### config.mk
export PLATFORM = sky130hd
export DESIGN_NAME = fslm_top
export DESIGN_NICKNAME = d
export VERILOG_FILES = /design/src/fslm_pkg.sv /design/src/fslm_top.sv /design/src/fslm_sync.sv
export SDC_FILE = /design/constraint.sdc
export NUM_CORES = 1
export LEC_CHECK = 0
export BUFFER_PORTS_ARGS = -buffer_cell sky130_fd_sc_hd__buf_2
export CORE_ASPECT_RATIO = 1.2
export CORE_MARGIN = 4
export CORE_UTILIZATION = 30
export DETAILED_ROUTE_END_ITERATION = 16
export PLACE_DENSITY_LB_ADDON = 0.2
export SLEW_MARGIN = 20
export SYNTH_ARGS = -nofsm -noshare
export SYNTH_HDL_FRONTEND = slang
export SYNTH_SLANG_ARGS = --single-unit
### constraint.sdc
create_clock -name clk_i -period 16.8 [get_ports clk_i]
set_clock_uncertainty 0.05 [all_clocks]
set_input_delay 1.68 -clock clk_i [delete_from_list [all_inputs] [get_ports clk_i]]
set_output_delay 1.68 -clock clk_i [all_outputs]
set_load 0.02 [all_outputs]
### src/fslm_pkg.sv
// Package of constants for the frame-sync lock monitor.
package fslm_pkg;

  // ---------------------------------------------------------------
  // Clock and timing
  // ---------------------------------------------------------------
  localparam int CLK_PERIOD_NS = 10;
  localparam int LOCK_SAMPLE_HZ = 460;
  localparam int LOCK_SAMPLE_NS = 1000000000 / LOCK_SAMPLE_HZ;
  localparam int LOCK_SAMPLE_CYC = LOCK_SAMPLE_NS / CLK_PERIOD_NS;
  localparam int FRAME_PERIOD_NS = 136000;
  localparam int FRAME_CYC = FRAME_PERIOD_NS / CLK_PERIOD_NS;
  localparam int LOCK_LOW_SAMPLES = 8;
  localparam int JITTER_MARGIN_FRAMES = 28;
  localparam int SYNC_TOL_CYC = 4;
  localparam int SYNC_MISS_LIMIT = 3;

  // ---------------------------------------------------------------
  // Monitor slot widths
  // ---------------------------------------------------------------
  localparam int SLOT_A_BITS = 64;
  localparam int SLOT_B_BITS = 48;

  // ---------------------------------------------------------------
  // Register map (byte addresses) and fields
  // ---------------------------------------------------------------
  localparam logic [3:0] CTRL_OFS = 4'h0;
  localparam logic [3:0] STATUS_OFS = 4'h4;
  localparam logic [3:0] LOWCNT_OFS = 4'h8;
  localparam int CTRL_PIN_SEL_BIT = 0;
  localparam int CTRL_SUBCODE_SYNC_OUTPUT_SELECT_BIT = 1;
  localparam logic [1:0] CTRL_RESET = 2'h0;
  localparam int ST_LOCK_BIT = 0;
  localparam int ST_LOCK_PIN_BIT = 1;
  localparam int ST_GOOD_BIT = 2;
  localparam int ST_WIN_BIT = 3;
  localparam int ST_OVF_BIT = 4;

endpackage

### src/fslm_top.sv
// Frame-sync lock detection, monitor outputs and register slave.
`timescale 1ns/10ps

// Function
// Sample frame_sync_good at 460Hz; a high sample drives lock indicator high.
// Lock indicator goes low only after eight successive low samples.
// indicator_pin_input_select high releases the lock pin and reads it.
// spindle_filter_switch carries protected_subcode_sync when select bit set.
// 64-bit monitor slot shifts LSB first, two's complement.
// 48-bit monitor slot shifts MSB first, two's complement.
// sync_window_released_flag high while protection window is released.
// raw_frame_sync_n is the unprotected detected frame sync, low pulse.
// inverted_bit_clock is the inverse of the EFM PLL bit clock.
// frame_sync_good only when detected sync matches expected timing.
// read_frame_tick comes from the crystal clock with 136us period.
// data_error_flag shows error status of the data now output.
// buffer_overflow_n asserts when jitter exceeds plus or minus 28 frames.
// Outside system holds variable_pitch_clock_in low when undriven.
// Low-sample count clears on a high sample and on reset.
module fslm_top #(
  parameter int LOCK_SAMPLE_CYC = fslm_pkg::LOCK_SAMPLE_CYC,
  parameter int FRAME_CYC = fslm_pkg::FRAME_CYC
) (
  input wire logic clk_i, // 100 MHz system clock.
  input wire logic rst_b_i, // System reset, active low, asynchronous.
  input wire logic [3:0] avs_address_i, // Avalon byte address.
  input wire logic avs_read_i, // Avalon read request.
  input wire logic avs_write_i, // Avalon write request.
  input wire logic [31:0] avs_writedata_i, // Avalon write data.
  output logic [31:0] avs_readdata_o, // Avalon read data.
  output logic avs_waitrequest_o, // Avalon wait request.
  input wire logic efm_sync_det_i, // Sync pattern seen in EFM, pulse.
  input wire logic bit_clk_i, // EFM PLL bit clock, other domain.
  input wire logic lock_pin_i, // Level seen on the lock pin.
  output logic lock_pin_o, // Lock indicator drive.
  output logic lock_pin_oe_o, // Lock pin output enable.
  input wire logic protected_subcode_sync_i, // Protected subcode sync.
  input wire logic spindle_filter_i, // Spindle filter switching level.
  output logic spindle_filter_switch_o, // Filter switch pin drive.
  output logic spindle_filter_switch_oe_o, // Filter switch pin enable.
  input wire logic [63:0] slot_a_data_i, // 64-bit slot, two's complement.
  input wire logic [47:0] slot_b_data_i, // 48-bit slot, two's complement.
  input wire logic slot_load_i, // Capture both slots, pulse.
  input wire logic slot_shift_i, // Advance serial monitor, pulse.
  output logic slot_sd_o, // Serial monitor data.
  output logic sync_window_released_flag_o, // Protection released.
  output logic raw_frame_sync_n_o, // Unprotected frame sync, low pulse.
  output logic inverted_bit_clock_o, // Inverse of the bit clock.
  output logic read_frame_tick_o, // Crystal frame clock.
  input wire logic data_error_i, // Error status of current data.
  output logic data_error_flag_o, // Error status flag.
  input wire logic signed [7:0] jitter_frames_i, // Buffer jitter, frames.
  output logic buffer_overflow_n_o // Low while jitter margin exceeded.
);

  // ---------------------------------------------------------------
  // Reset release and pin synchronisers
  // ---------------------------------------------------------------
  logic rst_meta;
  logic rst_n;

  // Release is synchronised so every flop leaves reset on one edge.
  always_ff @(posedge clk_i or negedge rst_b_i) begin
    if (!rst_b_i) begin
      rst_meta <= 1'b0;
      rst_n <= 1'b0;
    end else begin
      rst_meta <= 1'b1;
      rst_n <= rst_meta;
    end
  end

  logic [1:0] pins_sync;

  fslm_sync #(
    .WIDTH(2)
  ) u_pin_sync (
    .clk_i(clk_i),
    .rst_n_i(rst_n),
    .async_i({lock_pin_i, bit_clk_i}),
    .sync_o(pins_sync)
  );

  logic bit_clk_s;
  logic lock_pin_s;
  assign bit_clk_s = pins_sync[0];
  assign lock_pin_s = pins_sync[1];

  // ---------------------------------------------------------------
  // Control register
  // ---------------------------------------------------------------
  logic pin_input_sel;
  logic subcode_sync_output_select;
  logic bus_take;

  // A request is served on the edge where waitrequest is seen low.
  assign bus_take = (avs_read_i | avs_write_i) & ~avs_waitrequest_o;

  always_ff @(posedge clk_i or negedge rst_n) begin
    if (!rst_n) begin
      pin_input_sel <= fslm_pkg::CTRL_RESET[fslm_pkg::CTRL_PIN_SEL_BIT];
      subcode_sync_output_select <= fslm_pkg::CTRL_RESET[fslm_pkg::CTRL_SUBCODE_SYNC_OUTPUT_SELECT_BIT];
    end else if (bus_take && avs_write_i &&
                 avs_address_i == fslm_pkg::CTRL_OFS) begin
      pin_input_sel <= avs_writedata_i[fslm_pkg::CTRL_PIN_SEL_BIT];
      subcode_sync_output_select <= avs_writedata_i[fslm_pkg::CTRL_SUBCODE_SYNC_OUTPUT_SELECT_BIT];
    end
  end

  // ---------------------------------------------------------------
  // Frame sync insertion protection
  // ---------------------------------------------------------------
  localparam int CW = $clog2(FRAME_CYC + 1);
  localparam logic [CW-1:0] FRAME_LAST = CW'(FRAME_CYC - 1);
  localparam logic [CW-1:0] TOL = CW'(fslm_pkg::SYNC_TOL_CYC);
  localparam logic [1:0] MISS_LIMIT = 2'(fslm_pkg::SYNC_MISS_LIMIT);

  logic [CW-1:0] frame_cnt;
  logic in_window;
  logic window_hit;
  logic hit_seen;
  logic [1:0] miss_cnt;
  logic released;
  logic good;

  // The window spans the expected position, wrapping over zero.
  assign in_window = (frame_cnt >= FRAME_LAST - TOL) || (frame_cnt <= TOL);
  assign window_hit = efm_sync_det_i & in_window;

  // Counter realigns on an accepted sync; a released window takes any.
  always_ff @(posedge clk_i or negedge rst_n) begin
    if (!rst_n) begin
      frame_cnt <= '0;
    end else if ((released && efm_sync_det_i) || (!released && window_hit &&
                 !hit_seen)) begin
      frame_cnt <= '0;
    end else if (frame_cnt == FRAME_LAST) begin
      frame_cnt <= '0;
    end else begin
      frame_cnt <= frame_cnt + 1'b1;
    end
  end

  // One hit per window; the flag drops once the window has closed.
  always_ff @(posedge clk_i or negedge rst_n) begin
    if (!rst_n) begin
      hit_seen <= 1'b0;
    end else if (released) begin
      hit_seen <= efm_sync_det_i;
    end else if (window_hit) begin
      hit_seen <= 1'b1;
    end else if (frame_cnt == TOL + 1'b1) begin
      hit_seen <= 1'b0;
    end
  end

  // Good follows each window outcome; misses in a row release it.
  always_ff @(posedge clk_i or negedge rst_n) begin
    if (!rst_n) begin
      good <= 1'b0;
      miss_cnt <= '0;
      released <= 1'b1;
    end else if (released) begin
      good <= 1'b0;
      miss_cnt <= '0;
      released <= ~efm_sync_det_i;
    end else if (window_hit) begin
      good <= 1'b1;
      miss_cnt <= '0;
    end else if (frame_cnt == TOL && !hit_seen) begin
      good <= 1'b0;
      miss_cnt <= miss_cnt + 1'b1;
      released <= (miss_cnt + 1'b1 == MISS_LIMIT);
    end
  end

  // ---------------------------------------------------------------
  // Lock indicator
  // ---------------------------------------------------------------
  localparam int SW = $clog2(LOCK_SAMPLE_CYC + 1);
  localparam logic [SW-1:0] SAMPLE_LAST = SW'(LOCK_SAMPLE_CYC - 1);
  localparam logic [3:0] LOW_LAST = 4'(fslm_pkg::LOCK_LOW_SAMPLES - 1);

  logic [SW-1:0] sample_cnt;
  logic sample_now;
  logic [3:0] low_cnt;
  logic lock;

  assign sample_now = (sample_cnt == SAMPLE_LAST);

  // Free running sampler, independent of the disc.
  always_ff @(posedge clk_i or negedge rst_n) begin
    if (!rst_n) begin
      sample_cnt <= '0;
    end else if (sample_now) begin
      sample_cnt <= '0;
    end else begin
      sample_cnt <= sample_cnt + 1'b1;
    end
  end

  // A single good sample locks; only a full run of lows unlocks.
  always_ff @(posedge clk_i or negedge rst_n) begin
    if (!rst_n) begin
      lock <= 1'b0;
      low_cnt <= '0;
    end else if (sample_now) begin
      if (good) begin
        lock <= 1'b1;
        low_cnt <= '0;
      end else if (low_cnt == LOW_LAST) begin
        lock <= 1'b0;
      end else begin
        low_cnt <= low_cnt + 1'b1;
      end
    end
  end

  // The pin is released when software turns it into an input.
  always_ff @(posedge clk_i or negedge rst_n) begin
    if (!rst_n) begin
      lock_pin_o <= 1'b0;
      lock_pin_oe_o <= 1'b0;
    end else begin
      lock_pin_o <= lock;
      lock_pin_oe_o <= ~pin_input_sel;
    end
  end

  // ---------------------------------------------------------------
  // Filter switch pin
  // ---------------------------------------------------------------
  always_ff @(posedge clk_i or negedge rst_n) begin
    if (!rst_n) begin
      spindle_filter_switch_o <= 1'b0;
      spindle_filter_switch_oe_o <= 1'b0;
    end else begin
      spindle_filter_switch_o <= subcode_sync_output_select ? protected_subcode_sync_i
                                          : spindle_filter_i;
      spindle_filter_switch_oe_o <= 1'b1;
    end
  end

  // ---------------------------------------------------------------
  // Serial monitor slots
  // ---------------------------------------------------------------
  localparam int TOTAL_BITS = fslm_pkg::SLOT_A_BITS + fslm_pkg::SLOT_B_BITS;
  localparam logic [6:0] A_BITS = 7'(fslm_pkg::SLOT_A_BITS);
  localparam logic [6:0] LAST_BIT = 7'(TOTAL_BITS - 1);

  logic [63:0] slot_a;
  logic [47:0] slot_b;
  logic [6:0] bit_idx;
  logic shifting;

  // Slot A goes out LSB first, slot B MSB first; values are as captured.
  function automatic logic slot_bit(input logic [63:0] a,
                                    input logic [47:0] b,
                                    input logic [6:0] idx);
    logic [6:0] b_idx;
    b_idx = 7'(fslm_pkg::SLOT_B_BITS - 1) - (idx - A_BITS);
    if (idx < A_BITS) begin
      slot_bit = a[idx[5:0]];
    end else begin
      slot_bit = b[b_idx[5:0]];
    end
  endfunction

  // A new load restarts the stream even in the middle of a frame.
  always_ff @(posedge clk_i or negedge rst_n) begin
    if (!rst_n) begin
      slot_a <= '0;
      slot_b <= '0;
      bit_idx <= '0;
      shifting <= 1'b0;
      slot_sd_o <= 1'b0;
    end else if (slot_load_i) begin
      slot_a <= slot_a_data_i;
      slot_b <= slot_b_data_i;
      bit_idx <= '0;
      shifting <= 1'b1;
      slot_sd_o <= slot_a_data_i[0];
    end else if (slot_shift_i && shifting) begin
      bit_idx <= (bit_idx == LAST_BIT) ? bit_idx : bit_idx + 1'b1;
      shifting <= (bit_idx != LAST_BIT);
      slot_sd_o <= (bit_idx == LAST_BIT) ? 1'b0
                   : slot_bit(slot_a, slot_b, bit_idx + 1'b1);
    end
  end

  // ---------------------------------------------------------------
  // Monitor outputs
  // ---------------------------------------------------------------
  localparam logic [CW-1:0] HALF_FRAME = CW'(FRAME_CYC / 2);
  localparam logic signed [7:0] MARGIN = 8'(fslm_pkg::JITTER_MARGIN_FRAMES);

  logic [CW-1:0] tick_cnt;

  // The tick runs from the crystal so disc jitter never moves it.
  always_ff @(posedge clk_i or negedge rst_n) begin
    if (!rst_n) begin
      tick_cnt <= '0;
    end else if (tick_cnt == FRAME_LAST) begin
      tick_cnt <= '0;
    end else begin
      tick_cnt <= tick_cnt + 1'b1;
    end
  end

  // Registered outputs: decoded tick and overflow flag, plain or inverted copies for the rest; the bit clock lags by the synchroniser.
  always_ff @(posedge clk_i or negedge rst_n) begin
    if (!rst_n) begin
      read_frame_tick_o <= 1'b0;
      raw_frame_sync_n_o <= 1'b1;
      inverted_bit_clock_o <= 1'b1;
      sync_window_released_flag_o <= 1'b1;
      data_error_flag_o <= 1'b0;
      buffer_overflow_n_o <= 1'b1;
    end else begin
      read_frame_tick_o <= (tick_cnt < HALF_FRAME);
      raw_frame_sync_n_o <= ~efm_sync_det_i;
      inverted_bit_clock_o <= ~bit_clk_s;
      sync_window_released_flag_o <= released;
      data_error_flag_o <= data_error_i;
      buffer_overflow_n_o <= ~(jitter_frames_i > MARGIN ||
                               jitter_frames_i < -MARGIN);
    end
  end

  // ---------------------------------------------------------------
  // Avalon slave: one wait state, then a one-cycle answer
  // ---------------------------------------------------------------
  logic [31:0] next_readdata;

  always_comb begin
    next_readdata = '0;
    unique case (avs_address_i)
      fslm_pkg::CTRL_OFS: begin
        next_readdata[fslm_pkg::CTRL_PIN_SEL_BIT] = pin_input_sel;
        next_readdata[fslm_pkg::CTRL_SUBCODE_SYNC_OUTPUT_SELECT_BIT] = subcode_sync_output_select;
      end
      fslm_pkg::STATUS_OFS: begin
        next_readdata[fslm_pkg::ST_LOCK_BIT] = lock;
        next_readdata[fslm_pkg::ST_LOCK_PIN_BIT] = lock_pin_s;
        next_readdata[fslm_pkg::ST_GOOD_BIT] = good;
        next_readdata[fslm_pkg::ST_WIN_BIT] = released;
        next_readdata[fslm_pkg::ST_OVF_BIT] = ~buffer_overflow_n_o;
      end
      fslm_pkg::LOWCNT_OFS: begin
        next_readdata[3:0] = low_cnt;
      end
      default: begin
        next_readdata = '0;
      end
    endcase
  end

  // Waitrequest drops for one cycle per request, so each is served once.
  always_ff @(posedge clk_i or negedge rst_n) begin
    if (!rst_n) begin
      avs_waitrequest_o <= 1'b1;
      avs_readdata_o <= '0;
    end else begin
      avs_waitrequest_o <= ~((avs_read_i | avs_write_i) & avs_waitrequest_o);
      avs_readdata_o <= avs_read_i ? next_readdata : '0;
    end
  end

endmodule

### src/fslm_sync.sv
// Two-stage synchroniser for levels that arrive from outside the clock.
`timescale 1ns/10ps
module fslm_sync #(
  parameter int WIDTH = 1
) (
  input wire logic clk_i, // System clock.
  input wire logic rst_n_i, // Synchronised reset, active low.
  input wire logic [WIDTH-1:0] async_i, // Asynchronous inputs.
  output logic [WIDTH-1:0] sync_o // Synchronised copies.
);

  logic [WIDTH-1:0] meta;

  // The first stage feeds only the second; nothing else looks at it.
  always_ff @(posedge clk_i or negedge rst_n_i) begin
    if (!rst_n_i) begin
      meta <= '0;
      sync_o <= '0;
    end else begin
      meta <= async_i;
      sync_o <= meta;
    end
  end

endmodule

# Word-level counts from Yosys, hierarchy flattened
# Index checks and enable logic that the tools add are counted.
# op_classes
addsub	8
n_lt_le_gt_ge	8
eq_ne	13
mux	38
n_bitwise	11
n_reduce_logical	20
# op_table
cell	count
$mux W14	3
$add A14 B1 Y14 const B	2
$eq A14 B14 Y1 const B	2
$eq A14 B3 Y1 const B	2
$mux W1	21
$mux W7	3
$add A18 B1 Y18 const B	1
$eq A18 B18 Y1 const B	1
$mux W18	1
$ge A14 B14 Y1 const B	1
$le A14 B3 Y1 const B	1
$lt A14 B13 Y1 const B	1
$lt A6 B7 Y1 const B	2
$bmux W1 S6	2
$eq A4 B3 Y1 const B	2
$gt A8 B6 Y1 const B	1
$lt A8 B6 Y1 const B	1
$mux W4	2
$add A7 B1 Y7 const B	1
$eq A7 B7 Y1 const B	1
$logic_and A1 B1 Y1	7
$lt A7 B7 Y1 const B	1
$ne A7 B7 Y1 const B	1
$not A1 Y1	7
other kinds (19)	31
# word_totals
reg_bits	201
out_inout_bits	44

# Longest topological paths before layout
# depth
ltp_word	9
depth_mapped	9
ltp_nobuf	8

# By module
# From an unflattened synthesis, not the netlist that was laid out.
# unflattened
cells_unflattened	749
hier_area_um2	9394.0
# by_module_without_submodules
module	instances	cells_per_inst	area_each_um2	seq_area_each_um2
fslm_top	1	745	9293.9	4937.2
fslm_sync	1	4	100.1	100.1

# Worst setup path before layout
# Ideal clock, no wire load.
# synth_path
path_kind	input-to-reg
startpoint	in slot_load_i
endpoint	reg slot_a[10]
arrival_time_ps	2671
setup_slack_ps	13954
stages	4
n_path_buf	3
cell_sequence	buf_4 -> buf_2 -> buf_1 -> mux2_2
# synth_rtl
item	line	rtl
start, declared	fslm_top.sv:43	input wire logic slot_load_i,
end signal, assigned	fslm_top.sv:278	slot_a <= slot_a_data_i;
end, declared	fslm_top.sv:251	logic [63:0] slot_a;
# No word-level cell between the ends.

# Worst setup path in the final report
# layout_path
startpoint	in slot_load_i
endpoint	reg slot_sd_o
# layout_between
elab_chain_len	1
elab_cells_between_ends	2
cone_classes	mux: 1; reduce/logical: 1
# layout_lines
item	line	rtl
$mux W1 / $reduce_bool A2 Y1 (equally long branches)	-	
end signal, assigned	fslm_top.sv:282	slot_sd_o <= slot_a_data_i[0];
end signal, assigned	fslm_top.sv:286	slot_sd_o <= (bit_idx == LAST_BIT) ? 1'b0
end, declared	fslm_top.sv:45	output logic slot_sd_o,
# Several ways; a longest one is shown, not always the timed one.
# A chain may end at the register's enable or synchronous reset.

==> results.toml <==
[synthesis]
avgSynthCellArea_um2 = 12.9
synth_enable_flop_cells = 0
syn_area_um2 = 9510
synth_top_area_cell = "dfrtp_1"
ys.flop_type = "dfrtp_1"
yosysTopAreaCellShare = 0.513
ys_warn_count = 0
synth_commonest_cells = "195 x dfrtp_1, 117 x mux2_2, 61 x nor2_1"
async_flop_share = 1.00
ys_seq_area_frac = 0.530
yosys-top-cells-area = "dfrtp_1 51%, mux2_2 14%, mux4_1 5.0%"
synth_most_common_cell = "dfrtp_1"
yosys_register_bits = 201
syn_inst = 735
synth_cell_types = 68

[finish]
stdcell_area_um2 = 11400
n_fill_cell = 3124
layout-drive-gt1-share = 0.376
multi_input_area_um2 = 4120
ff_latch_area_um2 = 5040
syn2layout_area_growth_pct = 19.5
layout.cells.non_filler = 1311
final_nets = 1067

[cts]
clock_latency_ps = 520
cts_buffers = 24
clk_path_buf_depth = 3
h-tree-depth = 1
cts_root_buffer = "clkbuf_16"
cts_setup_buffers = 0
cts_sinks = 201
path_clk_slew_ps = 60
cts_tree = "yes"
cts_hold_buf = 0
ctsResizeCount = 0

[place]
dpl.hpwl_mm = 14.6
dpl-instance-area_um2 = 10600
gp_congestion = 0.752
port-buffer-count = 154
dp.cells = 1265

[critical_path]
r2r_end = "slot_sd_o"
slowest_delay_ps = 750
critPathBufInv = 3
crit_family = "buffers and inverters"
cp_cell_sequence = "buf_4 -> buf_4 -> inv_1 -> a32oi_1 -> o311ai_1"
crit_path_start = "slot_load_i"
cp_common_cell = "buf_4"
r2r_setup_slack_ps = 13780
r2r_cells = 8
end_kind = "flop"
worstSetupEndpoint = "slot_sd_o"
slowest_stage = "buf_4"
r2r_start = "bit_idx[1]"
critPathLaunchType = "input port"
crit_type = "in2reg"
crit_fanout = 63
required_ps = 17150
arrival_ps = 3530
cp.depth = 5

[routing]
wire_per_inst_um = 16.3
viasPerCell = 4.62
drt_pass1_iterations = 4
drt_iter0_markers = 222
drc = 0
totalWireLength_mm = 21.3
num_vias = 6063
postRouteAntennaNets = 0

[timing]
worstMarginPinSlew_ps = 911
fin_crit_ps = 3180
fin_crit_sh = 0.189
grt_setup_unrepaired = "no"
max_freq_mhz = 314
final_max_slew_viol_count = 0
finalHoldViolCount = 0
setup_tns_ps = 0
slew_headroom = 0.392
setup_violations = 0

[power_and_ir_drop]
peakVddDrop_mv = 0.0654
cellPowerDensity_nw_per_um2 = 105
power_mw = 1.19
leakage_nw = 5.13

[global_route]
grt_pass1_vias = 6383
overflow = 0
grt_start_max_net_pins = 155
antenna_found_initial = 9
grt_pass1_wl_mm = 34.3
grt_usage = 0.123

[die]
pin_count = 212
core_um2 = 31400
die_area_um2 = 34600
initial_core_util = 0.303
num_rows = 71
die_w_um = 171
die_h_um = 203

[status]
status = "finished clean"

[min_path]
min-delay-path-class = "reg2async"

[run]
cap_violations = 0
==> worst min path at each step <==
stage               cells after the start              endpoint
global placement                        0  u_pin_sync.sync_o[1]
detailed placement                      0                 rst_n
CTS                                     0  u_pin_sync.sync_o[1]
finish                                  0          tick_cnt[10]
global route                            0  u_pin_sync.sync_o[1]
floorplan                               0                 rst_n
==> cell families (layout without fill, tap and decap cells) <==
kind of cell | after synthesis | count (layout) | synth area share
AO/OA/AOI/OAI | 53 | 53 | 0.0371
other | 2 | 31 | 0.000790
buffers and inverters | 78 | 224 | 0.0475
multiplexers | 158 | 158 | 0.226
AND/OR/NAND/NOR | 186 | 186 | 0.0993
adder cells (fa/ha/maj) | 9 | 9 | 0.0118
flip-flops | 201 | 201 | 0.530
XOR/XNOR | 48 | 48 | 0.0478
==> metrics by stage <==
step	utilization	hold WS [ps]	worst slack, ps
after global routing	0.363	310	13450
after detailed placement	0.337	286	12990
after global placement	0.337	283	13020
final	0.363	297	13620
after floorplan	-	281	10740
after CTS	0.362	300	13570
==> routing by layer <==
layer  track usage  wire length (um)
met1         0.157              9060
met2         0.206             10200
met3        0.0339              1510
met4        0.0317               490
met5             0                98
==> sequential cells by signal (all words and copies together) (netlist names), 2 cells and up <==
register           cells
u_pin_sync.meta        2
tick_cnt              14
slot_b                48
sample_cnt            18
slot_a                64
miss_cnt               2
low_cnt                4
u_pin_sync.sync_o      2
frame_cnt             14
bit_idx                7
avs_readdata_o         5
==> power breakdown <==
group | switching, mW | leakage (nW) | internal [mW]
logic | 0.0660 | 2.35 | 0.0726
clock network | 0.203 | 0.387 | 0.318
registers | 0.0174 | 2.39 | 0.517
==> layout make-up <==
type                            instances  area share
Clock inverter                          5     0.00759
Clock buffer                           39      0.0622
Inverter                               21     0.00693
Sequential cell                       201       0.444
Tap cell                              401      0.0441
Timing Repair Buffer                  159      0.0724
Antenna cell                            2    0.000440
Multi-Input combinational cell        483       0.363
==> layout by cell type, fill, tap and decap left out, drive strengths merged, types with 9 or more instances in the layout <==
master	Yosys	final
a21oi	10	10
mux2	118	118
ha	9	9
nor2	63	63
mux4	28	28
o21ai	12	12
conb	2	29
dfrtp	195	195
clkbuf	10	39
buf	47	159
inv	21	21
nand3	22	22
mux2i	12	12
xor2	26	26
nand2	40	40
xnor2	22	22
nand4	10	10
(Power assumes the default switching activity.)
